File: config.mk
export PLATFORM = sky130hd
export DESIGN_NAME = tmma_unit
export DESIGN_NICKNAME = d
export VERILOG_FILES = /design/src/rtl/tmma_pkg.sv /design/src/rtl/tmma_div.sv /design/src/rtl/tmma_unit.sv
export SDC_FILE = /design/constraint.sdc
export NUM_CORES = 1
export LEC_CHECK = 0
export BUFFER_PORTS_ARGS = -buffer_cell sky130_fd_sc_hd__buf_2
export CAP_MARGIN = 40
export CORE_MARGIN = 2
export CORE_UTILIZATION = 40
export DETAILED_ROUTE_END_ITERATION = 16
export PLACE_DENSITY = 0.66
export SYNTH_ARGS = -nofsm -noshare
export SYNTH_HDL_FRONTEND = slang
export SYNTH_SLANG_ARGS = --single-unit
File: constraint.sdc
create_clock -name clock -period 3.4 [get_ports clock]
set_input_delay 0.34 -clock clock [delete_from_list [all_inputs] [get_ports clock]]
set_output_delay 0.34 -clock clock [all_outputs]
set_load 0.005 [all_outputs]
File: src/rtl/tmma_pkg.sv
// package: constants and types for the table statistics unit
// assumes a word-addressed register memory with 16-bit signed words
package tmma_pkg;
  localparam int DATA_W   = 16;             // table word width
  localparam int ADDR_W   = 16;             // register memory address width
  localparam int LEN_W    = 7;              // holds table length 1..64
  localparam int SUM_W    = 22;             // 64 x 16-bit signed sum
  localparam logic [LEN_W-1:0] LEN_MIN = 7'h01;
  localparam logic [LEN_W-1:0] LEN_MAX = 7'h40;
  localparam logic [ADDR_W-1:0] PTR_OFS = 16'h0001;  // position word follows value
  localparam int DIV_STEPS = SUM_W;         // one quotient bit per cycle
  localparam logic [DATA_W-1:0] WORD_RST = 16'h0000;

  // table operation select
  typedef enum logic [1:0] {
    TMMA_OP_MAX,
    TMMA_OP_MIN,
    TMMA_OP_MEAN
  } tmma_op_t;
endpackage : tmma_pkg

File: src/rtl/tmma_div.sv
// serial signed divider: table sum by table length, quotient truncated toward zero
// assumes divisor is non-zero and quotient magnitude fits one word
`timescale 1ns/10ps
module tmma_div
  import tmma_pkg::*;
(
  // clock and reset
  input  wire logic                     clock,
  input  wire logic                     rst,
  // request
  input  wire logic                     start,
  input  wire logic signed [SUM_W-1:0]  dividend,
  input  wire logic [LEN_W-1:0]         divisor,
  // answer
  output logic signed [DATA_W-1:0]      quotient,
  output logic                          done
);
  typedef enum logic [1:0] {DV_IDLE, DV_RUN, DV_FIX} tmma_dv_t;

  tmma_dv_t         st_r, st_nxt;
  logic [SUM_W-1:0] num_r, num_nxt;     // shifts out dividend, shifts in quotient
  logic [LEN_W:0]   rem_r, rem_nxt;
  logic [4:0]       cnt_r, cnt_nxt;
  logic             neg_r, neg_nxt;
  logic [DATA_W-1:0] q_r, q_nxt;
  logic             done_r, done_nxt;
  logic [LEN_W:0]   trial;

  // restoring division on the magnitude; the sign is put back at the end
  always_comb begin
    st_nxt   = st_r;
    num_nxt  = num_r;
    rem_nxt  = rem_r;
    cnt_nxt  = cnt_r;
    neg_nxt  = neg_r;
    q_nxt    = q_r;
    done_nxt = 1'b0;
    trial    = {rem_r[LEN_W-1:0], num_r[SUM_W-1]};
    case (st_r)
      DV_IDLE: begin
        if (start) begin
          neg_nxt = dividend[SUM_W-1];
          num_nxt = dividend[SUM_W-1] ? SUM_W'(-dividend) : dividend;
          rem_nxt = '0;
          cnt_nxt = 5'(DIV_STEPS - 1);
          st_nxt  = DV_RUN;
        end
      end
      DV_RUN: begin
        if (trial >= {1'b0, divisor}) begin
          rem_nxt = trial - {1'b0, divisor};
          num_nxt = {num_r[SUM_W-2:0], 1'b1};
        end else begin
          rem_nxt = trial;
          num_nxt = {num_r[SUM_W-2:0], 1'b0};
        end
        cnt_nxt = cnt_r - 5'h01;
        if (cnt_r == 5'h00) st_nxt = DV_FIX;
      end
      DV_FIX: begin
        q_nxt    = neg_r ? DATA_W'(-num_r[DATA_W-1:0]) : num_r[DATA_W-1:0];
        done_nxt = 1'b1;
        st_nxt   = DV_IDLE;
      end
      default: st_nxt = DV_IDLE;
    endcase
  end

  // divider state registers
  always_ff @(posedge clock) begin
    if (rst) begin
      st_r   <= DV_IDLE;
      num_r  <= '0;
      rem_r  <= '0;
      cnt_r  <= '0;
      neg_r  <= 1'b0;
      q_r    <= WORD_RST;
      done_r <= 1'b0;
    end else begin
      st_r   <= st_nxt;
      num_r  <= num_nxt;
      rem_r  <= rem_nxt;
      cnt_r  <= cnt_nxt;
      neg_r  <= neg_nxt;
      q_r    <= q_nxt;
      done_r <= done_nxt;
    end
  end

  assign quotient = q_r;
  assign done     = done_r;
endmodule : tmma_div

File: src/rtl/tmma_unit.sv
// table statistics unit: maximum search, minimum search and mean of a word table
// assumes a register memory on the same clock with one cycle of read latency
`timescale 1ns/10ps
module tmma_unit
  import tmma_pkg::*;
(
  // clock and reset
  input  wire logic                  clock,
  input  wire logic                  rst,
  // instruction from sequencer
  input  wire logic                  instr_on,
  input  wire tmma_pkg::tmma_op_t    op_sel,
  input  wire logic [ADDR_W-1:0]     table_start,
  input  wire logic [LEN_W-1:0]      table_len,
  input  wire logic [ADDR_W-1:0]     result_addr,
  input  wire logic                  result_is_index,
  // register memory read port
  output logic                       rd_en,
  output logic [ADDR_W-1:0]          rd_addr,
  input  wire logic [DATA_W-1:0]     rd_data,
  // register memory write port
  output logic                       wr_en,
  output logic [ADDR_W-1:0]          wr_addr,
  output logic [DATA_W-1:0]          wr_data,
  // instruction output and status
  output logic                       instr_out,
  output logic                       busy
);
  import tmma_pkg::*;

  typedef enum logic [2:0] {
    ST_IDLE, ST_READ, ST_TAKE, ST_DIV, ST_WVAL, ST_WPOS, ST_DONE
  } tmma_state_t;

  // true when the new word should replace the best so far
  function automatic logic tmma_better(input tmma_op_t op,
                                       input logic signed [DATA_W-1:0] cand,
                                       input logic signed [DATA_W-1:0] best);
    // strict compare keeps the earliest of equal extremes
    if (op == TMMA_OP_MAX) tmma_better = cand > best;
    else                   tmma_better = cand < best;
  endfunction : tmma_better

  tmma_state_t             st_r, st_nxt;
  tmma_op_t                op_r, op_nxt;
  logic [ADDR_W-1:0]       base_r, base_nxt;
  logic [LEN_W-1:0]        len_r, len_nxt;
  logic [ADDR_W-1:0]       dst_r, dst_nxt;
  logic                    kdst_r, kdst_nxt;
  logic [LEN_W-1:0]        idx_r, idx_nxt;
  logic signed [DATA_W-1:0] best_r, best_nxt;
  logic [LEN_W-1:0]        pos_r, pos_nxt;
  logic signed [SUM_W-1:0] sum_r, sum_nxt;
  logic                    div_go_r, div_go_nxt;
  logic                    rd_en_r, rd_en_nxt;
  logic [ADDR_W-1:0]       rd_addr_r, rd_addr_nxt;
  logic                    wr_en_r, wr_en_nxt;
  logic [ADDR_W-1:0]       wr_addr_r, wr_addr_nxt;
  logic [DATA_W-1:0]       wr_data_r, wr_data_nxt;
  logic                    out_r, out_nxt;
  logic                    busy_r, busy_nxt;
  logic signed [DATA_W-1:0] mean_q;
  logic                    mean_done;
  logic signed [DATA_W-1:0] word;

  tmma_div u_div (
    .clock    (clock),
    .rst      (rst),
    .start    (div_go_r),
    .dividend (sum_r),
    .divisor  (len_r),
    .quotient (mean_q),
    .done     (mean_done)
  );

  // sequencer: fetch each word, fold it in, then write the results
  always_comb begin
    st_nxt      = st_r;
    op_nxt      = op_r;
    base_nxt    = base_r;
    len_nxt     = len_r;
    dst_nxt     = dst_r;
    kdst_nxt    = kdst_r;
    idx_nxt     = idx_r;
    best_nxt    = best_r;
    pos_nxt     = pos_r;
    sum_nxt     = sum_r;
    div_go_nxt  = 1'b0;
    rd_en_nxt   = 1'b0;
    rd_addr_nxt = rd_addr_r;
    wr_en_nxt   = 1'b0;
    wr_addr_nxt = wr_addr_r;
    wr_data_nxt = wr_data_r;
    out_nxt     = out_r & instr_on;
    word        = signed'(rd_data);
    case (st_r)
      ST_IDLE: begin
        if (instr_on) begin
          op_nxt      = op_sel;
          base_nxt    = table_start;
          len_nxt     = table_len;
          dst_nxt     = result_addr;
          kdst_nxt    = result_is_index;
          idx_nxt     = '0;
          sum_nxt     = '0;
          rd_en_nxt   = 1'b1;
          rd_addr_nxt = table_start;
          st_nxt      = ST_READ;
        end
      end
      ST_READ: st_nxt = ST_TAKE;                           // memory latency
      ST_TAKE: begin
        sum_nxt = sum_r + SUM_W'(word);
        if (idx_r == '0 || tmma_better(op_r, word, best_r)) begin
          best_nxt = word;
          pos_nxt  = idx_r;
        end
        if (idx_r + 7'h01 >= len_r) begin
          if (op_r == TMMA_OP_MEAN) begin
            div_go_nxt = 1'b1;
            st_nxt     = ST_DIV;
          end else begin
            st_nxt = ST_WVAL;
          end
        end else begin
          idx_nxt     = idx_r + 7'h01;
          rd_en_nxt   = 1'b1;
          rd_addr_nxt = base_r + ADDR_W'(idx_r + 7'h01);
          st_nxt      = ST_READ;
        end
      end
      ST_DIV: begin
        if (mean_done) begin
          best_nxt = mean_q;
          st_nxt   = ST_WVAL;
        end
      end
      ST_WVAL: begin
        wr_en_nxt   = 1'b1;
        wr_addr_nxt = dst_r;
        wr_data_nxt = best_r;
        // mean has no position; index register keeps only the value
        if (op_r == TMMA_OP_MEAN || kdst_r) st_nxt = ST_DONE;
        else                                 st_nxt = ST_WPOS;
      end
      ST_WPOS: begin
        wr_en_nxt   = 1'b1;
        wr_addr_nxt = dst_r + PTR_OFS;
        wr_data_nxt = DATA_W'(pos_r);
        st_nxt      = ST_DONE;
      end
      ST_DONE: begin
        out_nxt = instr_on;
        st_nxt  = ST_IDLE;
      end
      default: st_nxt = ST_IDLE;
    endcase
    // busy follows the next state so it leaves a flop like the other outputs
    busy_nxt = (st_nxt != ST_IDLE);
  end

  // sequencer registers
  always_ff @(posedge clock) begin
    if (rst) begin
      st_r      <= ST_IDLE;
      op_r      <= TMMA_OP_MAX;
      base_r    <= '0;
      len_r     <= LEN_MIN;
      dst_r     <= '0;
      kdst_r    <= 1'b0;
      idx_r     <= '0;
      best_r    <= WORD_RST;
      pos_r     <= '0;
      sum_r     <= '0;
      div_go_r  <= 1'b0;
      rd_en_r   <= 1'b0;
      rd_addr_r <= '0;
      wr_en_r   <= 1'b0;
      wr_addr_r <= '0;
      wr_data_r <= WORD_RST;
      out_r     <= 1'b0;
      busy_r    <= 1'b0;
    end else begin
      st_r      <= st_nxt;
      op_r      <= op_nxt;
      base_r    <= base_nxt;
      len_r     <= len_nxt;
      dst_r     <= dst_nxt;
      kdst_r    <= kdst_nxt;
      idx_r     <= idx_nxt;
      best_r    <= best_nxt;
      pos_r     <= pos_nxt;
      sum_r     <= sum_nxt;
      div_go_r  <= div_go_nxt;
      rd_en_r   <= rd_en_nxt;
      rd_addr_r <= rd_addr_nxt;
      wr_en_r   <= wr_en_nxt;
      wr_addr_r <= wr_addr_nxt;
      wr_data_r <= wr_data_nxt;
      out_r     <= out_nxt;
      busy_r    <= busy_nxt;
    end
  end

  // every output straight from a flip-flop
  assign rd_en     = rd_en_r;
  assign rd_addr   = rd_addr_r;
  assign wr_en     = wr_en_r;
  assign wr_addr   = wr_addr_r;
  assign wr_data   = wr_data_r;
  assign instr_out = out_r;
  assign busy      = busy_r;
endmodule : tmma_unit

==> results of run 1 <==
[synthesized netlist by cell type, types with 31 or more instances]
cell type  instances  area share
nand3_1           55       0.025
inv_1             55       0.019
o21ai_0           55       0.025
nor2_1           144       0.049
xnor2_1           45       0.036
a211oi_1          40       0.027
dfxtp_1          204        0.37
a21oi_1          133       0.061
clkbuf_1          60       0.021
xor2_1            31       0.025
ha_1              65       0.074
nand2_1          220       0.076
[metal layers]
layer / part of all wire / vias to the layer above / GRT usage
met5: 0 / - / 0
met4: 0.027 / 0 / 0.0520
met3: 0.044 / 50 / 0.0250
met2: 0.45 / 229 / 0.325
met1: 0.47 / 4610 / 0.268
li1: - / 5005 / -
[power breakdown]
part	total [uW]	switching [uW]	internal, uW
logic	966	584	382
registers	2630	112	2520
clock network	2680	1030	1650
[cells by family (layout without fill, tap and decap cells)]
group	count (synthesis)	after routing	share of synthesized area
and+or+nand+nor	514	514	0.207
AOI/OAI and AO/OA	349	349	0.209
DFF	204	204	0.374
buffers and inverters	126	228	0.0455
xor gates and xnor gates	76	76	0.0610
adders and majority gates	68	68	0.0800
muxes	26	26	0.0244
[flip-flops by register name, indices dropped and copies added (netlist names), 16 cells and up]
name,cells
u_div.quotient,16
dst_r,16
rd_addr,16
best_r,16
wr_addr,16
base_r,16
sum_r,22
wr_data,16
u_div.num_r,22
[final cells by class]
class	instances	area share
Timing Repair Buffer	130	0.0566
Inverter	56	0.0167
Multi-Input combinational cell	1033	0.504
Clock buffer	33	0.0550
Sequential cell	204	0.324
Clock inverter	9	0.0104
Tap cell	341	0.0338
[critical path: cells and delay by family (launching register included)]
| kind | cells | cell delay (ns) |
|---|---|---|
| AO/OA/AOI/OAI | 5 | 1.00 |
| adder cells (fa/ha/maj) | 2 | 0.61 |
| AND/OR/NAND/NOR | 2 | 0.61 |
| flip-flops | 1 | 0.47 |
| buffers and inverters | 1 | 0.10 |
[stage by stage]
step           hold WS [ns]  std cells   util  worst slack (ns)  power, uW
2_1_floorplan         0.432       1363      -             0.942       3330
3_3_place_gp          0.435       1761  0.438             0.591       3620
3_5_place_dp          0.445       1764  0.439             0.558       3640
4_1_cts              0.0298       1806  0.469             0.540       6320
5_1_grt              0.0379       1806  0.469             0.284       6550
6_report             0.0448       1806  0.469             0.529       6270
[final timing paths]
path                                  from                        to  cells past startpoint
hold / removal                table_len[0]     len_r[0]$_SDFFE_PP1P_                      3
setup reg to reg     idx_r[0]$_SDFFE_PP0P_   rd_addr[5]$_SDFFE_PP0P_                     10
setup / recovery     idx_r[0]$_SDFFE_PP0P_   rd_addr[5]$_SDFFE_PP0P_                     10
hold reg to reg   wr_data[13]$_SDFFE_PP0N_  wr_data[13]$_SDFFE_PP0N_                      2
==> flow_summary.toml, run 1 <==
[detailed_routing]
num_vias = 9894
antenna_left = 0
first_pass_iters = 7
wl_per_cell_um = 16.0
drc = 0
detail_route.vias_per_cell = 5.48
wl_mm = 28.8
drt_iter0_markers = 684

[floorplanning]
core_region_area_sq_um = 26900
rows = 60
io_pins = 113
dieWidth_um = 169
die_y_um = 169
die_area_sq_um = 28600
start_util = 0.406

[clocking]
clkSinkCount = 204
worstSkewPairLatency_ns = 0.52
cts_setup_buffers = 0
cts_resized = 0
cts_hold_buf = 0
cts_made_buffers = 24
clkTransAtPathRegs_ns = 0.06
cts-root-buf = "clkbuf_16"
cts_buffer_depth = 3
tritoncts = "built"
htree_levels = 1

[place]
dp_hpwl_mm = 20.6
gp_congestion = 0.854
placed_area_sq_um = 11800
port_buffers = 112

[timing]
setup_violations = 0
rsz0062_at_grt = "no"
finClkSkew_ns = 0.0226
finalHoldViolations = 0
slew_violations = 0
fin_tns_setup_ns = 0
post-route-min-period_ns = 2.87
post-route-period-util = 0.844
timing.fmax_mhz = 348
relSlewSlack = 0.443
worst_slew_pin_slew_ns = 0.832

[logic_synthesis]
netlist_instances = 1363
synthArstFlopShare = 0
seq_area_frac_synth = 0.374
synthFlopType = "dfxtp_1"
syn-num-nets = 1492
syn_avg_cell_area_sq_um = 8.01
syn_area_sq_um = 10900
ys_types = 67
yosysWarnings = 0
ys_ff_latch = 204
synth_edf_count = 0

[job]
cap_violations = 0

[layout]
layout-drive-gt1-share = 0.130
final_cell_mix = "nand2_1 (220), dfxtp_1 (204), nor2_1 (143)"
antenna_cells = 0
num-fill-cells = 2601
fin_area_sq_um = 12600
multi_input_area_sq_um = 6360
nets = 1578
regArea_sq_um = 4080
syn2layout_area_growth_pct = 15.5
layout_commonest_cell = "nand2_1"

[critical_path]
crit_path_cell_trace = "inv_1 > ha_1 > ha_1 > a21o_1 > a21o_1 > a21oi_1 > o211ai_1 > nand2_1 > nor2_1 > a311oi_1"
path_max_fanout = 15
max_stage_delay_ns = 0.51
critical_path_class = "reg -> reg"
r2r_slack_ns = 0.53
crit_arrival_ns = 3.31
cp-start-kind = "flip-flop"
required_ns = 3.84
crit_slowest_cell = "nand2_1"
endpoint_kind = "flip-flop"

[grt]
gr-total-overflow = 0
grt_max_degree = 100
grt_pass1_wl_mm = 46.4
grt_pass1_vias = 9090
antenna_found_initial = 0
grt_usage = 0.195

[power]
p_leak_uw = 0.00513
power.density_nw_per_um2 = 497
vdd_drop_max_mv = 0.318

[min_path]
min_path_type = "in -> reg"

[run_status]
status = "completed"
(Power assumes the default switching activity.)
==> run 2: changes to the inputs <==
--- a/config.mk
+++ b/config.mk
@@ -10,7 +10,7 @@
 export CORE_MARGIN = 2
 export CORE_UTILIZATION = 40
 export DETAILED_ROUTE_END_ITERATION = 16
-export PLACE_DENSITY = 0.66
+export PLACE_DENSITY = 0.68
 export SYNTH_ARGS = -nofsm -noshare
 export SYNTH_HDL_FRONTEND = slang
 export SYNTH_SLANG_ARGS = --single-unit
==> constraint.sdc (replaced) <==
create_clock -name clock -period 2.37 [get_ports clock]
set_input_delay 0.237 -clock clock [delete_from_list [all_inputs] [get_ports clock]]
set_output_delay 0.237 -clock clock [all_outputs]
set_load 0.005 [all_outputs]
==> run 2 against run 1 <==
Net effect:
- the flow now finishes with violations (negative setup slack)
- sequential cell count did not move
- global-route usage rose by 1.3 points
- highest routed layer unchanged
- sequential share of layout area fell by 5.0 points
- largest power group unchanged
- via count rose by 11%
==> flow_summary.toml, run 2 (synthesis results as in run 1) <==
[place]
gp_congestion = 0.870
placed_cells = 1877
dp_hpwl_mm = 21.4
port_buffers = 112

[grt]
grt_pass1_vias = 10200
gr-total-overflow = 0
grt_pass1_wl_mm = 49.6
grt_usage = 0.209
antenna_found_initial = 0
grt_max_degree = 122

[detailed_routing]
antenna_left = 0
drc = 0
drt_iter0_markers = 811
detail_route.vias_per_cell = 5.49
num_vias = 11000
first_pass_iters = 5
wl_per_cell_um = 16.3
wl_mm = 32.6

[timing]
setup_violations = 48
worst_slack_ns = -0.140
finalHoldViolations = 0
relSlewSlack = 0.483
post-route-period-util = 1.06
timing.fmax_mhz = 398
post-route-min-period_ns = 2.51
finClkSkew_ns = 0.0245
rsz0062_at_grt = "yes"
worst_slew_pin_slew_ns = 0.776
slew_violations = 0
hold_slack_ns = 0.0289

[layout]
layout-drive-gt1-share = 0.286
multi_input_area_sq_um = 7120
regArea_sq_um = 4110
top_regs = "sum_r (22), u_div.num_r (22)"
layout_commonest_cell = "nand2_1"
syn2layout_area_growth_pct = 37.6
antenna_cells = 0
final_cell_mix = "nand2_1 (210), dfxtp_1 (187), buf_4 (148)"
num-fill-cells = 2336
fin_cells = 1996
nets = 1766

[clocking]
worstSkewPairLatency_ns = 0.53
htree_levels = 1
clkSinkCount = 204
clkTransAtPathRegs_ns = 0.07
tritoncts = "built"
cts_made_buffers = 24
cts_buffer_depth = 3
cts-root-buf = "clkbuf_16"

[floorplanning]
die_area_sq_um = 28600
core_region_area_sq_um = 26900
io_pins = 113
die_y_um = 169
dieWidth_um = 169
rows = 60
start_util = 0.406

[min_path]
min_path_type = "in -> reg"

[critical_path]
crit_arrival_ns = 2.96
critical_path_class = "reg -> reg"
endpoint_kind = "flip-flop"
required_ns = 2.82
cp-start-kind = "flip-flop"
path_max_fanout = 8

[power]
vdd_drop_max_mv = 0.592
power.density_nw_per_um2 = 645
p_leak_uw = 0.00619
power.total_uw = 9690

[job]
cap_violations = 0

[run_status]
violations = "negative setup slack"
status = "finished, violations left"
## run 2: worst paths after layout
| kind | endpoint | start | cells past startpoint | slack [ns] |
|---|---|---|---|---|
| setup / recovery | rd_addr[13]$_SDFFE_PP0P_ | idx_r[3]$_SDFFE_PP0P_ | 11 | -0.14 |
| hold / removal | best_r[9]$_SDFFE_PP0P_ | rd_data[9] | 3 | 0.03 |
| setup reg to reg | rd_addr[13]$_SDFFE_PP0P_ | idx_r[3]$_SDFFE_PP0P_ | 11 | -0.14 |
| hold reg to reg | wr_data[9]$_SDFFE_PP0N_ | wr_data[9]$_SDFFE_PP0N_ | 2 | 0.45 |
## run 2: layout make-up
type                       count  area share
multi-input combinational   1036       0.474
timing repair buffer         315       0.153
clock buffer                  33      0.0469
inverter                      56      0.0142
tap                          341      0.0284
sequential                   204       0.274
clock inverter                11     0.00958
## run 2: layer usage
| metal | wire length [um] | GRT usage | part of all wire | up-vias |
|---|---|---|---|---|
| met5 | 0 | 0 | 0 | - |
| met4 | 1070 | 0.0583 | 0.033 | 0 |
| met3 | 1750 | 0.0266 | 0.054 | 78 |
| met2 | 15600 | 0.367 | 0.48 | 330 |
| met1 | 14200 | 0.268 | 0.43 | 5162 |
| li1 | - | - | - | 5386 |
## run 2: worst max-delay path, stage by stage (launching register included)
cell	delay, ns
dfxtp_2	0.45
nand2_1	0.13
nor2_4	0.14
xor2_2	0.08
ha_1	0.33
buf_4	0.13
nand3_2	0.08
o211ai_1	0.38
buf_4	0.20
buf_12	0.14
o21ai_0	0.10
a311oi_1	0.27
## run 2: through the flow
| step | utilization | cell area [sq um] | worst slack [ns] | setup TNS (ns) |
|---|---|---|---|---|
| after floorplan | - | 10900 | 0.00488 | 0 |
| after global placement | 0.471 | 12700 | -0.179 | -3.77 |
| after detailed placement | 0.472 | 12700 | -0.208 | -5.87 |
| after CTS | 0.530 | 14200 | -0.0710 | -0.174 |
| after global routing | 0.559 | 15000 | -0.297 | -9.76 |
| final | 0.559 | 15000 | -0.140 | -3.29 |
## run 2: power breakdown
part	leakage [uW]	switching, uW	internal (uW)
registers	0.00166	145	3610
clock network	0.000421	1520	2400
logic	0.00410	1090	917
total	0.00619	2760	6930
## run 2: timing repair
| item | 4_1_cts | 5_1_grt |
|---|---|---|
| endpoints found under the hold margin | 44 | 0 |
| endpoints found under the setup margin | 52 | 65 |
| cloned | 2 | 3 |
| setup buffers | 12 | 16 |
| pin swaps | 24 | 64 |
| hold buffers | 42 | 0 |
| resized for setup | 42 | 155 |
